## src/verilog/handoff_pkg.sv

```systemverilog
// shared constants and types for the converter result handoff
`default_nettype none
package handoff_pkg;
    localparam int RESULT_W        = 16;  // result register width
    localparam int DIV_W           = 4;   // clock divider field width
    localparam int CNT_W           = 8;   // cycle counter width
    localparam int DMA_READ_DELAY  = 3;   // earliest dma read after trigger, cycles
    localparam int DIV_THRESHOLD   = 2;   // divider above this exposes the hazard
    localparam int EARLY_FLAG_LEAD = 3;   // flag lead over latch in hazard case, cycles
    localparam int CONV_BASE       = 4;   // conversion cycles per divider step
    localparam logic [RESULT_W-1:0] RESULT_RESET = 16'h0000;
    typedef enum logic [2:0] {
        CONV_IDLE  = 3'b001,
        CONV_RUN   = 3'b010,
        CONV_LATCH = 3'b100
    } conv_state_t;
    typedef enum logic [3:0] {
        DMA_IDLE  = 4'b0001,
        DMA_WAIT  = 4'b0010,
        DMA_DUMMY = 4'b0100,
        DMA_READ  = 4'b1000
    } dma_state_t;
endpackage
`default_nettype wire

```

## src/verilog/handoff_if.sv

```systemverilog
// link between converter and its dma consumer
`default_nettype none
interface handoff_if;
    logic                             conversion_done_flag;
    logic [handoff_pkg::RESULT_W-1:0] conversion_result_reg;
    logic                             result_read;
    modport converter (output conversion_done_flag, output conversion_result_reg,
                       input result_read);
    modport consumer  (input conversion_done_flag, input conversion_result_reg,
                       output result_read);
endinterface
`default_nettype wire

```

## src/verilog/conv_result_end.sv

```systemverilog
// converter end: conversion timing, done flag and result register
// Summary of operation
// - done flag may precede result latch
// - dma may read three cycles after flag
// - three-cycle lead only late, 12-bit, divider>2
// - hazard needs late mode; early timing safe
// - stale only for idle dma direct read
// - dma uses dummy channel before real read
`default_nettype none
module conv_result_end #(
    parameter int LEAD = handoff_pkg::EARLY_FLAG_LEAD
) (
    // clock and reset
    input  wire logic                             MCLK,
    input  wire logic                             RESETN,
    // control
    input  wire logic                             START,
    input  wire logic                             LATE_MODE,
    input  wire logic                             RES_16BIT,
    input  wire logic [handoff_pkg::DIV_W-1:0]    CONVERTER_CLOCK_DIVIDER,
    input  wire logic [handoff_pkg::RESULT_W-1:0] SAMPLE,
    // status
    output logic                                  BUSY,
    // link
    handoff_if.converter                          link
);
    // elaboration checks: the flag slot must fit the shortest conversion,
    // and the counter must hold the longest one
    if (LEAD < 1 || LEAD >= handoff_pkg::CONV_BASE)
    begin
        $error("LEAD must lie in 1..CONV_BASE-1");
    end
    if (((2 ** handoff_pkg::DIV_W) * handoff_pkg::CONV_BASE) >= (2 ** handoff_pkg::CNT_W))
    begin
        $error("CNT_W too narrow for the longest conversion");
    end

    // counter constants at the counter's own width
    localparam logic [handoff_pkg::CNT_W-1:0] LEAD_C = handoff_pkg::CNT_W'(LEAD);
    localparam logic [handoff_pkg::CNT_W-1:0] ONE_C  = handoff_pkg::CNT_W'(1);
    localparam logic [handoff_pkg::CNT_W-1:0] ZERO_C = '0;

    // sequencer state
    handoff_pkg::conv_state_t             state, next_state;
    logic [handoff_pkg::CNT_W-1:0]        count, next_count;
    // per-conversion capture
    logic [handoff_pkg::CNT_W-1:0]        flag_at, next_flag_at;
    logic [handoff_pkg::RESULT_W-1:0]     sample_hold, next_sample_hold;
    // link-facing registers
    logic [handoff_pkg::RESULT_W-1:0]     result, next_result;
    logic                                 flag, next_flag;
    // strobes shared by the groups
    logic                                 take_start;
    logic                                 flag_slot;
    logic                                 latch_now;

    // hazard only when late, 12-bit and divider above threshold
    function automatic logic lead_case(input logic late, input logic r16,
                                       input logic [handoff_pkg::DIV_W-1:0] dv);
        lead_case = late && !r16 && (dv > handoff_pkg::DIV_W'(handoff_pkg::DIV_THRESHOLD));
    endfunction

    // count value that fires the flag; zero means together with the latch
    function automatic logic [handoff_pkg::CNT_W-1:0] flag_point(
        input logic late, input logic r16, input logic [handoff_pkg::DIV_W-1:0] dv);
        if (lead_case(late, r16, dv))
            flag_point = LEAD_C;
        else if (late)
            flag_point = ZERO_C;
        else
            flag_point = ONE_C;
    endfunction

    // conversion length grows with the divider setting
    function automatic logic [handoff_pkg::CNT_W-1:0] conv_length(
        input logic [handoff_pkg::DIV_W-1:0] dv);
        conv_length = handoff_pkg::CNT_W'((32'(dv) + 1) * handoff_pkg::CONV_BASE);
    endfunction

    // shared strobes; a start is only taken in idle, later ones are ignored
    assign take_start = (state == handoff_pkg::CONV_IDLE) && START;
    assign flag_slot  = (state == handoff_pkg::CONV_RUN) && (count == flag_at)
                        && (flag_at != ZERO_C);
    assign latch_now  = (state == handoff_pkg::CONV_LATCH);

    // sequencer: idle, count the conversion down, one latch cycle
    always_comb
    begin
        next_state = state;
        next_count = count;
        case (state)
            handoff_pkg::CONV_IDLE:
            begin
                if (take_start)
                begin
                    next_count = conv_length(CONVERTER_CLOCK_DIVIDER);
                    next_state = handoff_pkg::CONV_RUN;
                end
            end
            handoff_pkg::CONV_RUN:
            begin
                next_count = count - ONE_C;
                if (count == ONE_C)
                    next_state = handoff_pkg::CONV_LATCH;
            end
            handoff_pkg::CONV_LATCH:
                next_state = handoff_pkg::CONV_IDLE;
            default:
            begin
                next_state = handoff_pkg::CONV_IDLE;
                next_count = ZERO_C;
            end
        endcase
    end

    // sequencer registers
    always_ff @(posedge MCLK or negedge RESETN)
    begin
        if (!RESETN)
        begin
            state <= handoff_pkg::CONV_IDLE;
            count <= ZERO_C;
        end
        else
        begin
            state <= next_state;
            count <= next_count;
        end
    end

    // capture sample and flag slot at start, so mode changes mid-run move nothing
    always_comb
    begin
        next_sample_hold = sample_hold;
        next_flag_at     = flag_at;
        if (take_start)
        begin
            next_sample_hold = SAMPLE;
            next_flag_at     = flag_point(LATE_MODE, RES_16BIT, CONVERTER_CLOCK_DIVIDER);
        end
    end

    // capture registers
    always_ff @(posedge MCLK or negedge RESETN)
    begin
        if (!RESETN)
        begin
            sample_hold <= handoff_pkg::RESULT_RESET;
            flag_at     <= ZERO_C;
        end
        else
        begin
            sample_hold <= next_sample_hold;
            flag_at     <= next_flag_at;
        end
    end

    // done flag: one-cycle pulse, ahead of the latch or on the latch edge
    always_comb
    begin
        next_flag = 1'b0;
        if (flag_slot)
            next_flag = 1'b1;
        else if (latch_now && flag_at == ZERO_C)
            next_flag = 1'b1;
    end

    // flag register
    always_ff @(posedge MCLK or negedge RESETN)
    begin
        if (!RESETN)
        begin
            flag <= 1'b0;
        end
        else
        begin
            flag <= next_flag;
        end
    end

    // old word stays whole until the latch edge: an early reader gets stale
    // data but never a torn word
    always_comb
    begin
        next_result = result;
        if (latch_now)
            next_result = sample_hold;
    end

    // result register
    always_ff @(posedge MCLK or negedge RESETN)
    begin
        if (!RESETN)
        begin
            result <= handoff_pkg::RESULT_RESET;
        end
        else
        begin
            result <= next_result;
        end
    end

    // link outputs straight from registers; busy is a decode of state
    assign link.conversion_done_flag  = flag;
    assign link.conversion_result_reg = result;
    assign BUSY = (state != handoff_pkg::CONV_IDLE);

endmodule
`default_nettype wire

```

## src/flat_wrapper.sv

```systemverilog
// flat-port wrapper written by rule: the top's interface ports become plain ports
module conv_result_end_flat 
#(
    parameter int LEAD = handoff_pkg::EARLY_FLAG_LEAD
)
  (MCLK, RESETN, START, LATE_MODE, RES_16BIT, CONVERTER_CLOCK_DIVIDER, SAMPLE, BUSY, link_conversion_done_flag, link_conversion_result_reg, link_result_read);
  handoff_if link_i ();
  input  wire logic MCLK;
  input  wire logic RESETN;
  input  wire logic START;
  input  wire logic LATE_MODE;
  input  wire logic RES_16BIT;
  input  wire logic [handoff_pkg::DIV_W-1:0] CONVERTER_CLOCK_DIVIDER;
  input  wire logic [handoff_pkg::RESULT_W-1:0] SAMPLE;
  output logic BUSY;
  output wire logic [$bits(link_i.conversion_done_flag)-1:0] link_conversion_done_flag;
  output wire logic [$bits(link_i.conversion_result_reg)-1:0] link_conversion_result_reg;
  input wire logic [$bits(link_i.result_read)-1:0] link_result_read;
  assign link_conversion_done_flag = link_i.conversion_done_flag;
  assign link_conversion_result_reg = link_i.conversion_result_reg;
  assign link_i.result_read = link_result_read;
  conv_result_end #(.LEAD(LEAD)) u_core (.MCLK(MCLK), .RESETN(RESETN), .START(START), .LATE_MODE(LATE_MODE), .RES_16BIT(RES_16BIT), .CONVERTER_CLOCK_DIVIDER(CONVERTER_CLOCK_DIVIDER), .SAMPLE(SAMPLE), .BUSY(BUSY), .link(link_i));
endmodule
```

## config.mk

```make
export PLATFORM = sky130hd
export DESIGN_NAME = conv_result_end_flat
export DESIGN_NICKNAME = d
export VERILOG_FILES = /design/src/verilog/handoff_pkg.sv /design/src/verilog/handoff_if.sv /design/src/verilog/conv_result_end.sv /design/src/flat_wrapper.sv
export SDC_FILE = /design/constraint.sdc
export NUM_CORES = 1
export LEC_CHECK = 0
export BUFFER_PORTS_ARGS = -buffer_cell sky130_fd_sc_hd__buf_2
export CAP_MARGIN = 20
export CORE_MARGIN = 5
export CORE_UTILIZATION = 45
export CTS_CLUSTER_DIAMETER = 50
export DETAILED_ROUTE_END_ITERATION = 6
export GPL_TIMING_DRIVEN = 0
export HOLD_SLACK_MARGIN = 0.08
export PLACE_DENSITY_LB_ADDON = 0.2
export SLEW_MARGIN = 20
export SYNTH_ARGS = -nofsm -noshare
export SYNTH_HDL_FRONTEND = slang
export SYNTH_SLANG_ARGS = --single-unit
```

## constraint.sdc

```tcl
create_clock -name MCLK -period 2.8 [get_ports MCLK]
set_input_delay 0 -clock MCLK [delete_from_list [all_inputs] [get_ports MCLK]]
set_output_delay 0 -clock MCLK [all_outputs]
set_load 0.005 [all_outputs]
```

* Word-level counts from Yosys, hierarchy flattened *
Index checks and enable logic that the tools add are counted.

operators by class
  add/sub/neg operators = 2
  $lt $le $gt $ge = 1
  equal/unequal tests = 8
  mux-type cells = 9
  bitwise logic cells = 1
  reduce and logical (&&, ||, !) cells = 11

operators with widths
  kind                                                                      count
  8-bit one-hot mux with 3 select lines                                     1
  8-bit 2-to-1 mux                                                          2
  8-bit by 1-bit equality test with 1-bit output (second input constant)    1
  8-bit equality test                                                       1
  8-bit logical NOT                                                         1
  8-bit nonzero test                                                        1
  8-bit by 1-bit subtractor with 8-bit output (second input constant)       1
  1-bit logical AND                                                         6
  3-bit 2-to-1 mux                                                          2
  3-bit one-hot mux with 2 select lines                                     1
  4-bit by 1-bit adder with 5-bit output (second input constant)            1
  4-bit by 2-bit > comparator with 1-bit output (second input constant)     1
  2-bit AND reduction                                                       2
  3-bit by 1-bit equality test with 1-bit output (second input constant)    1
  3-bit by 2-bit equality test with 1-bit output (second input constant)    1
  3-bit equality test (second input constant)                               1
  1-bit 2-to-1 mux                                                          3
  3-bit by 1-bit inequality test with 1-bit output (second input constant)  1
  2-bit by 1-bit inequality test with 1-bit output (second input constant)  1
  2-bit inequality test (second input constant)                             1
  1-bit logical NOT                                                         1
  1-bit inverter                                                            1

storage, ports and cells
  register bits after elaboration = 52
  input bits = 26

* Depth between registers and ports, before layout *
  depth in word-level cells = 4
  depth in mapped cells = 6
  gate-level depth less buffers = 5

* Worst setup path before layout *
OpenSTA, ideal clock, no wires.

  kind = reg2reg
  start = register u_core.state[0]
  end = register u_core.count[7] (netlist bit)
  arrival = 1.419 ns
  setup slack = 1.271 ns
  stages on the path, launching flop included = 6
  buffers on the path = 1
  path through = dfstp_2 > or3b_1 > a21oi_1 > buf_2 > o21ai_0 > o41ai_1

on the way
  longest elaborated chain between the ends = 4
  elaborated cells between the ends (all ways) = 8
  classes of those cells = 4 x eq/ne; 1 x mux; 1 x bitwise; 2 x reduce/logical

ends and longest elaborated chain
  item                                                        line                                          RTL
  start, declared                                             conv_result_end.sv:44                         handoff_pkg::conv_state_t state, next_state;
  start signal, assigned                                      conv_result_end.sv:121                        state <= handoff_pkg::CONV_IDLE;
  start signal, assigned                                      conv_result_end.sv:126                        state <= next_state;
  3-bit by 1-bit equality test with 1-bit output              conv_result_end.sv:81, conv_result_end.sv:91
  1-bit logical AND                                           conv_result_end.sv:81                         assign take_start = (state == handoff_pkg::CONV_IDLE) && START;
  2-bit by 1-bit inequality test with 1-bit output (no line)  n/a
  2-bit AND reduction (no line)                               n/a
  end signal, assigned                                        conv_result_end.sv:127                        count <= next_count;
  end, declared                                               conv_result_end.sv:45                         logic [handoff_pkg::CNT_W-1:0] count, next_count;

Several ways; a longest one is shown, not always the timed one.
A chain may end at the register's enable or synchronous reset.

* Worst setup path after layout *
  start = register u_core.state[0]
  end = register u_core.flag_at[0] (netlist bit)

on the way
  longest elaborated chain between the ends = 2

ends and longest elaborated chain
  item                                            line                    RTL
  3-bit by 1-bit equality test with 1-bit output  conv_result_end.sv:81
  1-bit logical AND                               conv_result_end.sv:81
  end signal, assigned                            conv_result_end.sv:154  flag_at <= next_flag_at;
  end, declared                                   conv_result_end.sv:47   logic [handoff_pkg::CNT_W-1:0] flag_at, next_flag_at;

Every way passes these cells.

==> flow_summary.ini <==
[outcome]
status = completed

[final_layout]
synthToLayoutAreaGrowth_pct = 29.0
nets = 295
fin_util_pct = 60.1
fillers = 375
final_layout_size_suffix_gt1_share_pct = 28.2
n_antenna_cell = 0

[yosys]
synth-edff-count = 0
netlist_top_cells_area = dfrtp_1 55%, nand2_1 9.7%, mux2_2 8.8%, o21ai_0 3.2%, ha_1 2.5%
yosys_register_bits = 46
synth_most_common_cell = nand2_1
syn-num-nets = 225
postSynthAreaPerCell_um2 = 10.5
yosysSeqAreaShare_pct = 56.4
synthArstFlopShare_pct = 100
mappedNetlistArea_um2 = 2040
yosysUniqueCellTypes = 35
ys_top_cells_by_count = 53 x nand2_1, 45 x dfrtp_1, 16 x mux2_2
syn-instance-count = 195
synth_top_cell_by_area = dfrtp_1
yosysTopAreaCellShare_pct = 55.1
synth_flop_cell = dfrtp_1
yosysWarnings = 0

[worst_setup_path]
crit_start = u_core.state[0]
critPathKind = flip-flop to flip-flop
rrSetupSlack_ns = 0.70
ff2ff_path_depth = 6
cp.arrival_ns = 2.33
reg2reg_from = u_core.state[0]
crit_required_ns = 3.03
crit_path_end_kind = flip-flop
timing.rr.end = u_core.flag_at[0]
cp-start-kind = flip-flop
cp_max_fo = 10

[clock_network]
tritoncts = yes
clk_pin_slew_ns = 0.09
root_buffer = clkbuf_8
numCtsBuffers = 5
clk_latency_ns = 0.29
cts_setup_buffers = 0
cts_htree_levels = 2
cts.sinks = 46
clk_path_buf_depth = 2

[pwr]
p_comb_share_pct = 31.5
p_switching_w = 0.000741
vdd_ir_drop_max_mv = 0.383
swShare_pct = 34.8
clkPwrFrac_pct = 21.1
powerDensity_nw_per_um2 = 808
p_int_w = 0.00139
p_leak_nw = 1.35
seq_power_share_pct = 47.4

[global_route]
antenna_found_initial = 0
gr-usage-all-layers_pct = 15.3
grt_pass1_wl_um = 7520
grt_start_max_net_pins = 47
grt_pass1_vias = 1644
grt.overflow.total = 0

[timing]
final_max_slew_viol_count = 0
slew_headroom_pct = 48.2
finClkSkew_ns = 0.00633
setup_tns_ns = 0
worst_slew_pin_slew_ns = 0.773
hold_slack_ns = 0.139
period_share_pct = 75.0
hold_viol = 0
setup_violations = 0
rsz0062_at_grt = no
fmax_mhz = 476
period_minus_slack_ns = 2.10

[hold_path]
hp-class = input pin to flip-flop
min_to = u_core.count[6]
holdPathStages = 4
worstHoldStart = CONVERTER_CLOCK_DIVIDER[2]

[routing]
drc = 0
routed_via_density = 5.07
vias = 1611
firstDrtPassIters = 4
ant_nets = 0
wl_per_cell_um = 13.7
wl_um = 4360
drt_iter0_drc = 50

[floorplanning]
initial_core_util_pct = 46.6
rows = 24
die_h_um = 77.4
ios = 44
fp.dieW_um = 77.4
core_um2 = 4380
die-area_um2 = 5980

[placed_design]
dpl.hpwl_um = 2960
routabilityCongestion = 0.811
port_buffers = 42

[flow_run]
drv_cap = 0
[layer usage]
metal	share of wire (%)	GRT usage (%)	up-vias
li1	-	-	802
met1	44	19.4	774
met2	49	25.2	31
met3	5.3	5.09	4
met4	0.83	4.30	0
met5	0	0	-
[worst max-delay path, cell delays in order (launching register included)]
cell and delay (ns):
dfstp_2 0.59, nor3b_2 0.32, and2_1 0.17, buf_2 0.22, nor2_1 0.06, a31oi_1 0.12, dlygate4sd3_1 0.56
[power groups by stage]
| stage | logic, W | clock network (W) | registers (W) |
|---|---|---|---|
| finish | 0.000672 | 0.000449 | 0.00101 |
| global route | 0.000762 | 0.000497 | 0.00104 |
| CTS | 0.000676 | 0.000461 | 0.00101 |
| detailed placement | 0.000642 | 0 | 0.00102 |
| global placement | 0.000628 | 0 | 0.00102 |
| floorplan | 0.000460 | 0 | 0.000992 |
[metrics by stage]
step	cells	total power [W]	worst slack (ns)	instance area (µm²)
after floorplan	195	0.00145	1.27	2040
after global placement	289	0.00164	0.972	2320
after detailed placement	289	0.00167	0.965	2320
after CTS	318	0.00215	0.692	2630
after global routing	318	0.00230	0.561	2640
final	318	0.00213	0.701	2640
[logic make-up after synthesis]
logic type / count (synthesis) / synth area share [%]
simple gates: 81 / 18.8
buf+inv: 15 / 3.49
fa+ha+maj: 4 / 2.45
compound gates: 30 / 8.76
mux: 16 / 8.82
xor+xnor: 3 / 1.29
flops: 46 / 56.4
[layout make-up]
type | instances | area [µm²] | area share, %
buffer | 8 | 45.0 | 1.71
clock buffer | 7 | 96.3 | 3.66
clock inverter | 1 | 8.76 | 0.332
inverter | 7 | 26.3 | 0.997
multi-input combinational | 134 | 818 | 31.1
sequential | 46 | 1150 | 43.7
tap | 52 | 65.1 | 2.47
timing repair buffer | 63 | 423 | 16.0
[cells in the final DEF, fill, tap and decap left out]
cell type      instances
clkbuf_8               7
buf_2                 44
dfstp_2                1
o21ai_1                2
nand3_1                3
and4b_1                1
buf_4                  2
xor2_1                 1
dlygate4sd3_1         21
o21ai_0               13
nor3b_2                2
nor2_1                 8
nand2b_1               2
ha_1                   4
nand2_1               53
a31oi_1                3
a21oi_1                5
nor4_2                 1
or3b_1                 2
o32a_1                 1
a22oi_1                1
clkinv_4               1
o22a_1                 1
nor3b_1                1
clkbuf_1               3
nor4b_1                3
buf_6                  1
and2_1                 1
o41ai_1                1
o311ai_0               1
nor3_1                 3
inv_1                  7
dfrtp_1               45
mux2_2                16
o31ai_1                1
xnor2_1                2
nor2b_1                1
a32oi_1                1
[how the worst max path moves through the flow]
stage                             to  slack, ns  depth (start not counted)
2_1_floorplan        u_core.count[7]       1.27                          5
3_3_place_gp   u_core.sample_hold[9]       0.97                          5
3_5_place_dp   u_core.sample_hold[7]       0.96                          5
4_1_cts            u_core.flag_at[0]       0.69                          6
5_1_grt            u_core.flag_at[0]       0.56                          6
6_report           u_core.flag_at[0]       0.70                          6
[what timing repair did]
action | CTS | global route
endpoints found under the hold margin | 64 | 0
resized for setup | 0 | 0
hold buffers | 21 | 0
No activity file was read; power rests on OpenSTA's default activity.
